===== config.mk =====
export PLATFORM = sky130hd
export DESIGN_NAME = ebac_top
export DESIGN_NICKNAME = d
export VERILOG_FILES = /design/src/ebac_pkg.sv /design/src/ebac_prio.sv /design/src/ebac_top.sv
export SDC_FILE = /design/constraint.sdc
export NUM_CORES = 1
export LEC_CHECK = 0
export BUFFER_PORTS_ARGS = -buffer_cell sky130_fd_sc_hd__buf_2
export CORE_MARGIN = 5
export CORE_UTILIZATION = 51
export CTS_BUF_LIST = sky130_fd_sc_hd__clkbuf_4
export CTS_CLUSTER_DIAMETER = 80
export DETAILED_ROUTE_END_ITERATION = 8
export PLACE_DENSITY = 0.83
export SLEW_MARGIN = 30
export SYNTH_ARGS = -nofsm -noshare
export SYNTH_HDL_FRONTEND = slang
export SYNTH_SLANG_ARGS = --single-unit

===== constraint.sdc =====
create_clock -name i_mclk -period 3.28 [get_ports i_mclk]
set_input_delay 0.492 -clock i_mclk [delete_from_list [all_inputs] [get_ports i_mclk]]
set_output_delay 0.492 -clock i_mclk [all_outputs]
set_load 0.01 [all_outputs]

===== src/ebac_pkg.sv =====
package ebac_pkg;

  // Register byte offsets on the Avalon-MM slave
  localparam logic [3:0] REG_WIDTH_SEL = 4'h0;  // area_width_select, one bit per area
  localparam logic [3:0] REG_STATE_SEL = 4'h4;  // area_state_select, one bit per area
  localparam logic [3:0] REG_WAIT_A = 4'h8;     // wait_count_select_a, areas 7..4
  localparam logic [3:0] REG_WAIT_B = 4'hc;     // wait_count_select_b, areas 3..0

  // Area and master counts
  localparam int N_AREA = 8;
  localparam int N_MAST = 4;
  localparam int WAIT_W = 3;   // 0 to 7 program waits
  localparam int WAIT_FLD = 4; // each wait field sits in a nibble

  // Reset values
  localparam logic [7:0] WIDTH_RST = 8'hff;     // all areas 16-bit
  localparam logic [7:0] STATE_RST = 8'hff;     // all areas 3-state
  localparam logic [15:0] WAIT_RST = 16'h7777;  // maximum waits

  // Fixed internal access shape
  localparam logic [3:0] INT_STATES = 4'h1;     // single state for on-chip space
  localparam logic [3:0] TWO_STATES = 4'h2;
  localparam logic [3:0] THREE_STATES = 4'h3;

  // Master indices, highest priority first
  localparam int M_EXDMA = 3;
  localparam int M_DMA = 2;
  localparam int M_XFER = 1;
  localparam int M_CPU = 0;

  // Area kinds
  typedef enum logic [1:0] {
    EBAC_SPACE_INT = 2'h0,   // on-chip memory or internal register
    EBAC_SPACE_EXT = 2'h1,   // plain external area
    EBAC_SPACE_DRAM = 2'h2,  // DRAM, synchronous DRAM or burst ROM
    EBAC_SPACE_RSV = 2'h3
  } ebac_space_type;

  // One master's bus request
  typedef struct packed {
    logic req;
    ebac_space_type space;
    logic [2:0] area;
    logic wr;
    logic hi_byte;   // byte access targets the odd byte
    logic word;
    logic [15:0] wdata;
  } ebac_req_type;

  // External bus cycle as driven to the pins
  typedef struct packed {
    logic active;
    logic [2:0] area;
    logic rd_n;
    logic hwr_n;
    logic lwr_n;
    logic [15:0] dout;
    logic [15:0] doe;
  } ebac_ext_type;

  // Bus cycle sequencer states, gray coded
  typedef enum logic [1:0] {
    EBAC_IDLE = 2'b00,
    EBAC_T1 = 2'b01,
    EBAC_T2 = 2'b11,
    EBAC_T3 = 2'b10
  } ebac_state_type;

endpackage : ebac_pkg


===== src/ebac_prio.sv =====
`timescale 1ns/1ps
`default_nettype none

// Fixed priority pick among four master requests
module ebac_prio (
  input wire logic [3:0] i_req,
  output logic [3:0] o_onehot
);

  // Highest index wins; lower ones see the mask of those above
  genvar g;
  generate
    for (g = 0; g < ebac_pkg::N_MAST; g++) begin : g_pick
      if (g == ebac_pkg::N_MAST - 1) begin : g_top
        assign o_onehot[g] = i_req[g];
      end else begin : g_low
        assign o_onehot[g] = i_req[g] & ~(|i_req[ebac_pkg::N_MAST-1:g+1]);
      end
    end
  endgenerate

endmodule : ebac_prio

`default_nettype wire


===== src/ebac_top.sv =====
`timescale 1ns/1ps
`default_nettype none

module ebac_top (
  input wire logic i_mclk,
  input wire logic i_rst_n,
  input wire logic i_ce,
  // Avalon-MM slave
  input wire logic [3:0] i_av_address,
  input wire logic i_av_read,
  input wire logic i_av_write,
  input wire logic [31:0] i_av_writedata,
  input wire logic [3:0] i_av_byteenable,
  output logic [31:0] o_av_readdata,
  output logic o_av_waitrequest,
  // Masters
  input wire ebac_pkg::ebac_req_type i_mreq [4],
  output logic [3:0] o_ack,
  output logic [3:0] o_done,
  output logic [15:0] o_rdata,
  // External side
  input wire logic i_wait_n,
  input wire logic [15:0] i_ext_din,
  input wire logic i_refresh_req,
  input wire logic i_refresh_parallel_mode,
  input wire logic i_release_req,
  output var ebac_pkg::ebac_ext_type o_ext,
  output logic o_refresh_ack,
  output logic o_release_ack,
  output logic o_bus16_mode
);

  // Configuration registers
  logic [7:0] width_reg;
  logic [7:0] state_reg;
  logic [31:0] wait_reg; // One nibble per area: B in 15..0, A in 31..16
  logic rd_pend_reg; // read answer stage, one wait cycle per read

  // Arbitration and sequencer state
  ebac_pkg::ebac_state_type st_reg, st_next;
  logic [3:0] ack_reg;            // grant on the internal bus
  logic [3:0] ext_own_reg;        // master owning the external cycle
  logic [2:0] wcnt_reg;           // program wait count left
  logic [3:0] done_reg;
  logic [15:0] rdata_reg;
  ebac_pkg::ebac_ext_type ext_reg;
  logic refresh_ack_reg;
  logic release_ack_reg;
  logic bus16_reg;
  logic cur3_reg;   // Current cycle is three-state
  logic cur16_reg;  // Current cycle uses the full 16-bit bus
  logic curwr_reg;  // Current cycle is a write

  // Avalon decode
  wire bus_wr = i_av_write & i_ce;
  wire sel_width = (i_av_address == ebac_pkg::REG_WIDTH_SEL);
  wire sel_state = (i_av_address == ebac_pkg::REG_STATE_SEL);
  wire sel_wa = (i_av_address == ebac_pkg::REG_WAIT_A);
  wire sel_wb = (i_av_address == ebac_pkg::REG_WAIT_B);
  wire [31:0] rd_mux =
    sel_width ? {24'h000000, width_reg} :
    sel_state ? {24'h000000, state_reg} :
    sel_wa ? {16'h0000, wait_reg[31:16]} :
    sel_wb ? {16'h0000, wait_reg[15:0]} :
    32'h00000000; // Unmapped reads return zero

  // Register writes complete at once; reads cost one extra cycle
  always_ff @(posedge i_mclk or negedge i_rst_n) begin
    if (!i_rst_n) begin
      width_reg <= ebac_pkg::WIDTH_RST;
      state_reg <= ebac_pkg::STATE_RST;
      wait_reg <= {ebac_pkg::WAIT_RST, ebac_pkg::WAIT_RST};
      rd_pend_reg <= 1'b0;
      o_av_readdata <= 32'h00000000;
    end else if (i_ce) begin
      if (bus_wr && i_av_byteenable[0]) begin
        if (sel_width) width_reg <= i_av_writedata[7:0];
        if (sel_state) state_reg <= i_av_writedata[7:0];
      end
      // Wait fields: A holds areas 7..4, B holds areas 3..0
      // Four areas per register need two byte lanes
      if (bus_wr && sel_wa) begin
        if (i_av_byteenable[0]) wait_reg[23:16] <= i_av_writedata[7:0] & 8'h77;
        if (i_av_byteenable[1]) wait_reg[31:24] <= i_av_writedata[15:8] & 8'h77;
      end
      if (bus_wr && sel_wb) begin
        if (i_av_byteenable[0]) wait_reg[7:0] <= i_av_writedata[7:0] & 8'h77;
        if (i_av_byteenable[1]) wait_reg[15:8] <= i_av_writedata[15:8] & 8'h77;
      end
      rd_pend_reg <= i_av_read & ~rd_pend_reg;
      o_av_readdata <= rd_mux;
    end
  end

  // Waitrequest falls in the second cycle of a read so data are settled
  assign o_av_waitrequest = i_av_read & ~rd_pend_reg;

  // Wait field of an area; area 0 sits in the low nibble of B
  function automatic logic [2:0] wait_of(input logic [31:0] w, input logic [2:0] a);
    logic [3:0] nib;
    nib = 4'h0;
    case (a)
      3'h0: nib = w[3:0];
      3'h1: nib = w[7:4];
      3'h2: nib = w[11:8];
      3'h3: nib = w[15:12];
      3'h4: nib = w[19:16];
      3'h5: nib = w[23:20];
      3'h6: nib = w[27:24];
      default: nib = w[31:28];
    endcase
    return nib[2:0];
  endfunction : wait_of

  // Requests split by where they go
  logic [3:0] req_any, req_ext, req_int;
  genvar g;
  generate
    for (g = 0; g < ebac_pkg::N_MAST; g++) begin : g_split
      // A master sees its done pulse one edge late, so its request is ignored then
      assign req_any[g] = i_mreq[g].req & ~done_reg[g];
      assign req_ext[g] = req_any[g] & (i_mreq[g].space != ebac_pkg::EBAC_SPACE_INT);
      assign req_int[g] = req_any[g] & (i_mreq[g].space == ebac_pkg::EBAC_SPACE_INT);
    end
  endgenerate

  // Internal bus winner among all requests
  logic [3:0] pick;
  ebac_prio u_prio (
    .i_req(req_any),
    .o_onehot(pick)
  );

  // Who is the picked master and where it goes
  wire pick_exdma = pick[ebac_pkg::M_EXDMA];
  wire pick_ext = |(pick & req_ext);
  logic [1:0] pick_idx;
  always_comb begin
    pick_idx = 2'h0;
    for (int k = 0; k < ebac_pkg::N_MAST; k++) begin
      if (pick[k]) pick_idx = k[1:0];
    end
  end
  ebac_pkg::ebac_req_type preq;
  assign preq = i_mreq[pick_idx];
  wire pick_dram = preq.space == ebac_pkg::EBAC_SPACE_DRAM;

  // External bus may be claimed by refresh, release or a master
  // Refresh with parallel mode 0 coexists with non-DRAM external access
  wire refresh_blocks = i_refresh_req & (i_refresh_parallel_mode | pick_dram);
  // Release outranks every external master except external DMA
  wire release_blocks = i_release_req & ~pick_exdma;
  // External DMA only waits for a refresh, never for release
  wire ext_go = pick_ext & ~refresh_blocks & ~release_blocks;
  wire boundary = (st_reg == ebac_pkg::EBAC_IDLE);

  // Access shape of the picked area
  wire area16 = width_reg[preq.area];
  wire area3 = state_reg[preq.area];
  // DRAM-type areas run their own fixed two-state timing
  wire use3 = area3 & ~pick_dram;
  wire [2:0] pwait = use3 ? wait_of(wait_reg, preq.area) : 3'h0;

  // Cycle sequencer: T1, T2, optional T3 with waits
  always_comb begin
    st_next = st_reg;
    case (st_reg)
      ebac_pkg::EBAC_IDLE: begin
        if (ext_go) st_next = ebac_pkg::EBAC_T1;
      end
      ebac_pkg::EBAC_T1: begin
        st_next = ebac_pkg::EBAC_T2;
      end
      ebac_pkg::EBAC_T2: begin
        // Two-state areas end here, no wait ever looked at
        if (ext_reg.active && cur3_reg) st_next = ebac_pkg::EBAC_T3;
        else st_next = ebac_pkg::EBAC_IDLE;
      end
      ebac_pkg::EBAC_T3: begin
        // Hold while program waits remain or the wait pin is low
        if (wcnt_reg == 3'h0 && i_wait_n) st_next = ebac_pkg::EBAC_IDLE;
      end
      default: st_next = ebac_pkg::EBAC_IDLE;
    endcase
  end

  // Lane mapping: 8-bit areas live on D15..D8
  wire [15:0] wdata_lanes = area16 ? preq.wdata : {preq.wdata[7:0], 8'h00};
  wire [15:0] oe_lanes = area16 ? 16'hffff : 16'hff00;
  wire lwr_use = area16 & (preq.word | ~preq.hi_byte);
  wire hwr_use = ~area16 | preq.word | preq.hi_byte;
  wire [15:0] rd_lanes = cur16_reg ? i_ext_din : {8'h00, i_ext_din[15:8]};

  // Sequencer, grant and pin registers
  always_ff @(posedge i_mclk or negedge i_rst_n) begin
    if (!i_rst_n) begin
      st_reg <= ebac_pkg::EBAC_IDLE;
      ack_reg <= 4'h0;
      ext_own_reg <= 4'h0;
      wcnt_reg <= 3'h0;
      done_reg <= 4'h0;
      rdata_reg <= 16'h0000;
      ext_reg <= '{active: 1'b0, area: 3'h0, rd_n: 1'b1, hwr_n: 1'b1, lwr_n: 1'b1,
                   dout: 16'h0000, doe: 16'h0000};
      cur3_reg <= 1'b0;
      cur16_reg <= 1'b0;
      curwr_reg <= 1'b0;
      refresh_ack_reg <= 1'b0;
      release_ack_reg <= 1'b0;
      bus16_reg <= 1'b0;
    end else if (i_ce) begin
      st_reg <= st_next;
      bus16_reg <= |width_reg;
      done_reg <= 4'h0;
      if (boundary) begin
        // Grants move only between cycles
        ack_reg <= pick & (req_int | {4{ext_go}});
        refresh_ack_reg <= i_refresh_req;
        // Release ack parallels internal work, but not an external DMA cycle or a blocking refresh
        release_ack_reg <= i_release_req & ~(ext_go & pick_exdma) & ~refresh_blocks;
        // Internal access: one state, fixed shape
        if (|(pick & req_int)) done_reg <= pick & req_int;
        if (|(pick & req_int)) rdata_reg <= 16'h0000;
      end
      if (boundary && ext_go) begin
        ext_own_reg <= pick;
        cur3_reg <= use3;
        cur16_reg <= area16;
        curwr_reg <= preq.wr;
        wcnt_reg <= pwait;
        ext_reg.active <= 1'b1;
        ext_reg.area <= preq.area;
        ext_reg.rd_n <= preq.wr;
        ext_reg.hwr_n <= ~(preq.wr & hwr_use);
        ext_reg.lwr_n <= ~(preq.wr & lwr_use);
        ext_reg.dout <= wdata_lanes;
        ext_reg.doe <= preq.wr ? oe_lanes : 16'h0000;
      end
      if (st_reg == ebac_pkg::EBAC_T3 && wcnt_reg != 3'h0) begin
        wcnt_reg <= wcnt_reg - 3'h1;
      end
      if (st_reg != ebac_pkg::EBAC_IDLE && st_next == ebac_pkg::EBAC_IDLE) begin
        // End of external cycle: return data, drop strobes and grant
        done_reg <= ext_own_reg;
        if (!curwr_reg) rdata_reg <= rd_lanes;
        ext_reg.active <= 1'b0;
        ext_reg.rd_n <= 1'b1;
        ext_reg.hwr_n <= 1'b1;
        ext_reg.lwr_n <= 1'b1;
        ext_reg.doe <= 16'h0000;
        ack_reg <= 4'h0;
      end
    end
  end

  // Outputs straight from flops
  assign o_ack = ack_reg;
  assign o_done = done_reg;
  assign o_rdata = rdata_reg;
  assign o_ext = ext_reg;
  assign o_refresh_ack = refresh_ack_reg;
  assign o_release_ack = release_ack_reg;
  assign o_bus16_mode = bus16_reg;

endmodule : ebac_top

`default_nettype wire


### After elaboration in Yosys (flattened, before gate mapping)

Index checks and enable logic that the tools add are counted.

* output and inout port bits: 99
* memories: 0
* register bits: 151
* latch bits: 0
* bits in read-only memories: 0
* bits in writable memories: 0
* logic and storage cells: 177

* eq/ne operators: 13
* multipliers: 0
* add/subtract/negate cells: 1
* bitwise logic cells: 53
* reductions and logical operators: 42
* $lt $le $gt $ge: 2
* shifts and indexed selects: 0
* multiplexer cells: 39
* div/mod/pow operators: 0

Operators by type and width (number)
* 16-bit 2-to-1 mux: 8
* 15-bit 2-to-1 mux: 4
* 25-bit binary-select mux with 2-bit select: 1
* 24-bit 2-to-1 mux: 2
* 39-bit 2-to-1 mux: 1
* 1-bit bitwise AND: 28
* 3-bit one-hot mux with 7 select lines: 1
* 4-bit 2-to-1 mux: 5
* 3-bit AND reduction: 6
* 1-bit inverter: 16
* 2-bit nonzero test: 8
* 4-bit bitwise AND: 3
* 2-bit logical NOT: 6
* 3-bit 2-to-1 mux: 4
* 2-bit 2-to-1 mux: 5
* 2-bit AND reduction: 5
* 3-bit == test, second input constant: 3
* 4-bit == test, second input constant: 2
* 1-bit logical AND: 8
* 8-bit 2-to-1 mux: 1
* 2-bit one-hot mux with 4 select lines: 1
* 4-bit OR reduction: 2
* 8-bit OR reduction: 1
* 1-bit binary-select mux with 3-bit select: 2
* 17 further kinds: 27

### Logic depth before layout (Yosys ltp)

* depth after elaboration: 24
* gate-level depth with buffers: 11
* depth with buffers taken out: 9

### By module

From an unflattened synthesis, not the netlist that was laid out.

* cell total of the unflattened synthesis: 716
* area total of the unflattened synthesis: 7128.1 sq um

Modules (own cells, without submodules)
* ebac_top: sequential area each 3031.7 sq um, cells each 712, area an instance 7091.8 sq um, times used 1
* ebac_prio: sequential area each 0.0 sq um, cells each 4, area an instance 36.3 sq um, times used 1

### Least setup slack after synthesis

OpenSTA, ideal clock, no wires.

* path kind: register to register
* start: reg done_reg[1] (netlist: o_done[1])
* end: reg wcnt_reg[0]
* path slack: 856 ps
* path buffers: 2
* cell stages (with the launch flop): 10
* arrival: 2306 ps
* clock period less this slack: 2424 ps
* required time: 3162 ps
* cells stage by stage: dfrtp_1 -> nand2b_1 -> buf_2 -> a2111oi_2 -> or2_1 -> buf_2 -> mux2_2 -> a221oi_1 -> o22ai_1 -> a21o_1

* longest elaborated chain between the ends: 19
* elaborated cells on any way between the ends: 40
* those cells by class: eq/ne (7); mux (12); bitwise (15); reduce/logical (6)

Ends and longest elaborated chain
* start, declared: line ebac_top.sv:44 `logic [3:0] done_reg;`
* start signal, assigned: line ebac_top.sv:222 `if (|(pick & req_int)) done_reg <= pick & req_int;`
* start signal, assigned: line ebac_top.sv:244 `done_reg <= ext_own_reg;`
* 1-bit inverter *: line ebac_top.sv:121 `assign req_any[g] = i_mreq[g].req & ~done_reg[g];`
* 1-bit bitwise AND *: line ebac_top.sv:121
* 1-bit bitwise AND: line ebac_prio.sv:17 `assign o_onehot[g] = i_req[g] & ~(|i_req[ebac_pkg::N_MAST-1:g+1]);`
* 1-bit 2-to-1 mux: line ebac_top.sv:141 `if (pick[k]) pick_idx = k[1:0];`
* 2-bit 2-to-1 mux (2 in series): line ebac_top.sv:141
* 2-bit inverter with 3-bit output (implied by the code): line ebac_top.sv:145 `assign preq = i_mreq[pick_idx];`
* 25-bit binary-select mux with 2-bit select: line ebac_top.sv:145
* 24-bit 2-to-1 mux (implied by the code) (2 in series): line ebac_top.sv:145
* 2-bit == test: line ebac_top.sv:146 `wire pick_dram = preq.space == ebac_pkg::EBAC_SPACE_DRAM;`
* 1-bit bitwise OR: line ebac_top.sv:150 `wire refresh_blocks = i_refresh_req & (i_refresh_parallel_mode | pick_dram);`
* 1-bit bitwise AND: line ebac_top.sv:150
* 1-bit inverter: line ebac_top.sv:154 `wire ext_go = pick_ext & ~refresh_blocks & ~release_blocks;`
* 1-bit bitwise AND (2 in series): line ebac_top.sv:154
* 1-bit logical AND: line ebac_top.sv:225 `if (boundary && ext_go) begin`
* 2-bit nonzero test (no source line)
* 2-bit AND reduction (no source line)
* end signal, assigned: line ebac_top.sv:230 `wcnt_reg <= pwait;`
* end signal, assigned: line ebac_top.sv:240 `wcnt_reg <= wcnt_reg - 3'h1;`
* end, declared: line ebac_top.sv:43 `logic [2:0] wcnt_reg;`

Mark *: on every way between the ends. The rest lies on a longest branch, timed or not. The select of a mux whose other input is x is not followed.
A chain may end at the register's enable or synchronous reset.

### Worst setup path after layout

* start: reg done_reg[3] (netlist: o_done[3])
* end: reg ext_reg, in the netlist o_ext[32]

* longest elaborated chain between the ends: 24
* elaborated cells on any way between the ends: 44
* those cells by class: eq/ne (1); mux (12); bitwise (23); reduce/logical (8)

Ends and longest elaborated chain
* 1-bit inverter *: line ebac_top.sv:121
* 1-bit bitwise AND *: line ebac_top.sv:121
* 2-bit OR reduction: line ebac_prio.sv:17
* 1-bit inverter: line ebac_prio.sv:17
* 1-bit bitwise AND: line ebac_prio.sv:17
* 1-bit 2-to-1 mux: line ebac_top.sv:141
* 2-bit 2-to-1 mux (2 in series): line ebac_top.sv:141
* 2-bit inverter with 3-bit output (implied by the code): line ebac_top.sv:145
* [6 not listed]
* 1-bit inverter: line ebac_top.sv:154
* 1-bit bitwise AND (2 in series): line ebac_top.sv:154
* 2-bit 2-to-1 mux: line ebac_top.sv:169 `if (ext_go) st_next = ebac_pkg::EBAC_T1;`
* 2-bit one-hot mux with 4 select lines: line ebac_top.sv:167 `case (st_reg)`
* 2-bit logical NOT: line ebac_top.sv:242 `if (st_reg != ebac_pkg::EBAC_IDLE && st_next == ebac_pkg::EBAC_IDLE) begin`
* 1-bit logical AND: line ebac_top.sv:242
* 2-bit nonzero test (no source line)
* 2-bit AND reduction (no source line)
* end signal, assigned: line ebac_top.sv:203 `ext_reg <= '{active: 1'b0, area: 3'h0, rd_n: 1'b1, hwr_n: 1'b1, lwr_n: 1'b1,`
* end, declared: line ebac_top.sv:46 `ebac_pkg::ebac_ext_type ext_reg;`

Marked as above.

==> run_results.csv <==
group,metric,value,unit
place,io_buffer_count,225,
worst_setup_path,slowest_delay,0.51,ns
cts,htree_num_levels,4,
sta,tns,0,ns
job,maxCapViolCount,0,
floorplanning,core,13100,sq um
layout,syn_to_final_growth,20.8,%
cts,cts.sinks,119,
drt,firstDrtPassIters,5,
cts,post_cts_resize_count,0,
sta,worstMarginPinSlew,0.794,ns
sta,finalSetupViolCount,0,
drt,num_vias,6059,
drt,drc,0,
synthesis,synthTopCellsByCount,"nand2_1 (102), dfrtp_1 (76), mux2_2 (56), nor2_1 (44), dfstp_2 (43)",
layout,fin_nets,1058,
synthesis,synth-edff-count,0,
worst_setup_path,worstPathRequired,3.76,ns
cts,cts_tree,"built",
sta,slew_headroom,0.471,
worst_setup_path,crit_family,"compound AO/OA/AOI/OAI gates",
worst_setup_path,path_buf_inv,2,
sta,slew_violations,0,
worst_setup_path,cp.arrival,3.30,ns
global_routing,grt_usage,0.250,
synthesis,synth_top_cell_by_area,"dfrtp_1",
global_routing,grt_max_degree,61,
cts,clkLatencyLatePin,0.54,ns
synthesis,synthArstFlopShare,1.00,
synthesis,synth.distinct_cells,65,
layout,largest_register_ffs,25,
worst_setup_path,path_cells,"nand2b_1 > buf_4 > nand2_1 > o31a_1 > a211oi_2 > buf_4 > nand2_1 > o32a_1",
power_and_ir_drop,p_per_area,624,nW/um^2
sta,fin_crit,2.83,ns
cts,hold_buffers,0,
worst_setup_path,critPathKind,"reg2reg",
drt,avgViaCountPerCell,5.60,
global_routing,antenna_found_initial,1,
drt,wl_per_cell,18.3,microns
sta,hold_violations,0,
synthesis,avgSynthCellArea,9.84,sq um
power_and_ir_drop,p_leak,0.00397,uW
global_routing,grt_pass1_wl,31.4,mm
worst_setup_path,cp_slowest_cell,"dfrtp_1",
place,gp_congestion,0.952,
layout,drive_gt1_frac,0.435,
sta,min_period_over_period,0.861,
synthesis,synth_top_area_frac,0.282,
sta,timing.fmax,354,MHz
outcome,status,"finished, final reports clean",
synthesis,yosysSeqAreaShare,0.450,
cts,path_clk_slew,0.11,ns
synthesis,syn_inst,684,
drt,drt-total-wl,19.8,mm
layout,fillers,1116,
synthesis,post_synth_main_area_contributors,"dfrtp_1 (28%), dfstp_2 (17%), mux2_2 (9.4%)",
power_and_ir_drop,peakVddDrop,0.320,mV
worst_setup_path,path_max_fanout,20,
sta,postLayoutSetupSlackWorst,0.455,ns
cts,cts_root_buf,"clkbuf_4",
floorplanning,die_x,125,microns
synthesis,synthFlopType,"dfrtp_1",
global_routing,gr-total-overflow,0,
synthesis,syn_area,6730,sq um
synthesis,synth_seq_cells,119,
cts,numCtsBuffers,17,
drt,drtAntennaViolNets,0,
floorplanning,start_util,0.515,
worst_setup_path,worst-path-stages,8,
cts,cts_setup_buffers,0,
place,place_hpwl,15.3,mm
floorplanning,io_pins,264,
cts,cts.path.max_buffers,2,
hold_path,holdCritPathClass,"in2async",
sta,skew,0.0104,ns
synthesis,ys_warn_count,0,
worst_setup_path,cp-start-kind,"register",
global_routing,first_global_vias,6011,
worst_setup_path,reg2reg_depth,8,
synthesis,yosysMostFrequentCell,"nand2_1",
sta,grt_setup_unrepaired,"false",
worst_setup_path,crit_path_end_kind,"register",
floorplanning,die_h,125,microns
drt,drtIter0Drc,396,
floorplanning,rows,42,
place,dp_slack,0.412,ns
floorplanning,dieArea,15600,sq um
worst_setup_path,r2r_slack,0.45,ns
-- cell type report --
cell class	instances	area [sq um]	share of cell area
antenna	1	2.50	0.000308
clock buffer	17	128	0.0157
clock inverter	15	113	0.0138
inverter	18	67.6	0.00831
multi-input combinational	490	3280	0.403
sequential	119	3030	0.373
tap	176	220	0.0271
timing repair buffer	245	1290	0.159
-- cells in the final DEF (no fill, tap or decap), types with 4 or more instances in the layout --
cell	netlist	routed
buf_2	8	224
nand2_1	102	102
dfrtp_1	76	76
mux2_2	56	56
nor2_1	44	44
dfstp_2	43	43
o21ai_0	39	39
a21oi_1	32	32
mux2i_1	26	26
nand3_1	20	20
buf_4	34	20
inv_1	18	18
conb_1	1	18
clkbuf_4	0	17
a22o_1	14	14
o2bb2ai_1	9	9
nor3_1	8	8
a31oi_1	8	8
o221ai_1	8	8
a221oi_1	6	6
clkinv_2	0	6
and3_1	5	5
nor4_1	5	5
o211ai_1	5	5
a22oi_1	5	5
nor2b_1	7	4
and2_1	4	4
mux4_2	4	4
a311oi_1	4	4
-- stage by stage --
stage | util | power [uW] | cells | instance area, sq um | hold slack [ns]
final | 0.622 | 5070 | 1081 | 8130 | 0.0160
after global routing | 0.622 | 5410 | 1081 | 8130 | 0.0543
after CTS | 0.621 | 5110 | 1080 | 8130 | 0.0212
after detailed placement | 0.603 | 4170 | 1048 | 7890 | 0.465
after global placement | 0.603 | 4120 | 1048 | 7890 | 0.461
after floorplan | - | 3460 | 701 | 6800 | 0.196
-- report_power, final --
| group | switching, uW | internal (uW) |
|---|---|---|
| sequential | 266 | 1880 |
| combinational | 1140 | 846 |
| clock | 573 | 362 |
-- routing by layer --
metal / GRT usage / routed length [microns] / vias up / part of all wire
met2: 0.433 / 10000 / 238 / 0.50
li1: - / - / 2861 / -
met1: 0.293 / 7760 / 2907 / 0.39
met3: 0.0686 / 1360 / 53 / 0.068
met5: 0 / 0 / - / 0
met4: 0.100 / 690 / 0 / 0.035
-- path summary, 6_finish.rpt --
kind | start | end
worst max-delay path | o_done[3] | o_ext[32]
worst min-delay path | i_rst_n | o_rdata[10]
min in group i_mclk | i_ext_din[10] | o_rdata[10]
worst min register to register | o_ext[36] | o_ext[36]
worst max register to register | o_done[3] | o_ext[32]
max in group asynchronous | i_rst_n | wait_reg[25]
-- worst reg2reg max path, stage by stage (launching register included) --
cell and delay (ns):
dfrtp_1 0.51, nand2b_1 0.35, buf_4 0.32, nand2_1 0.12
o31a_1 0.34, a211oi_2 0.45, buf_4 0.22, nand2_1 0.10
o32a_1 0.36
-- logic make-up (layout without fill, tap and decap cells) --
logic type / count (synthesis) / count (layout) / share of synthesized area
and+or+nand+nor: 215 / 215 / 0.144
AOI/OAI and AO/OA: 169 / 169 / 0.181
other: 1 / 19 / 0.000557
DFF: 119 / 119 / 0.450
buffers and inverters: 92 / 295 / 0.0740
muxes: 86 / 86 / 0.146
adders and majority gates: 2 / 2 / 0.00372
Note: power is estimated with default switching activity, not from simulation.
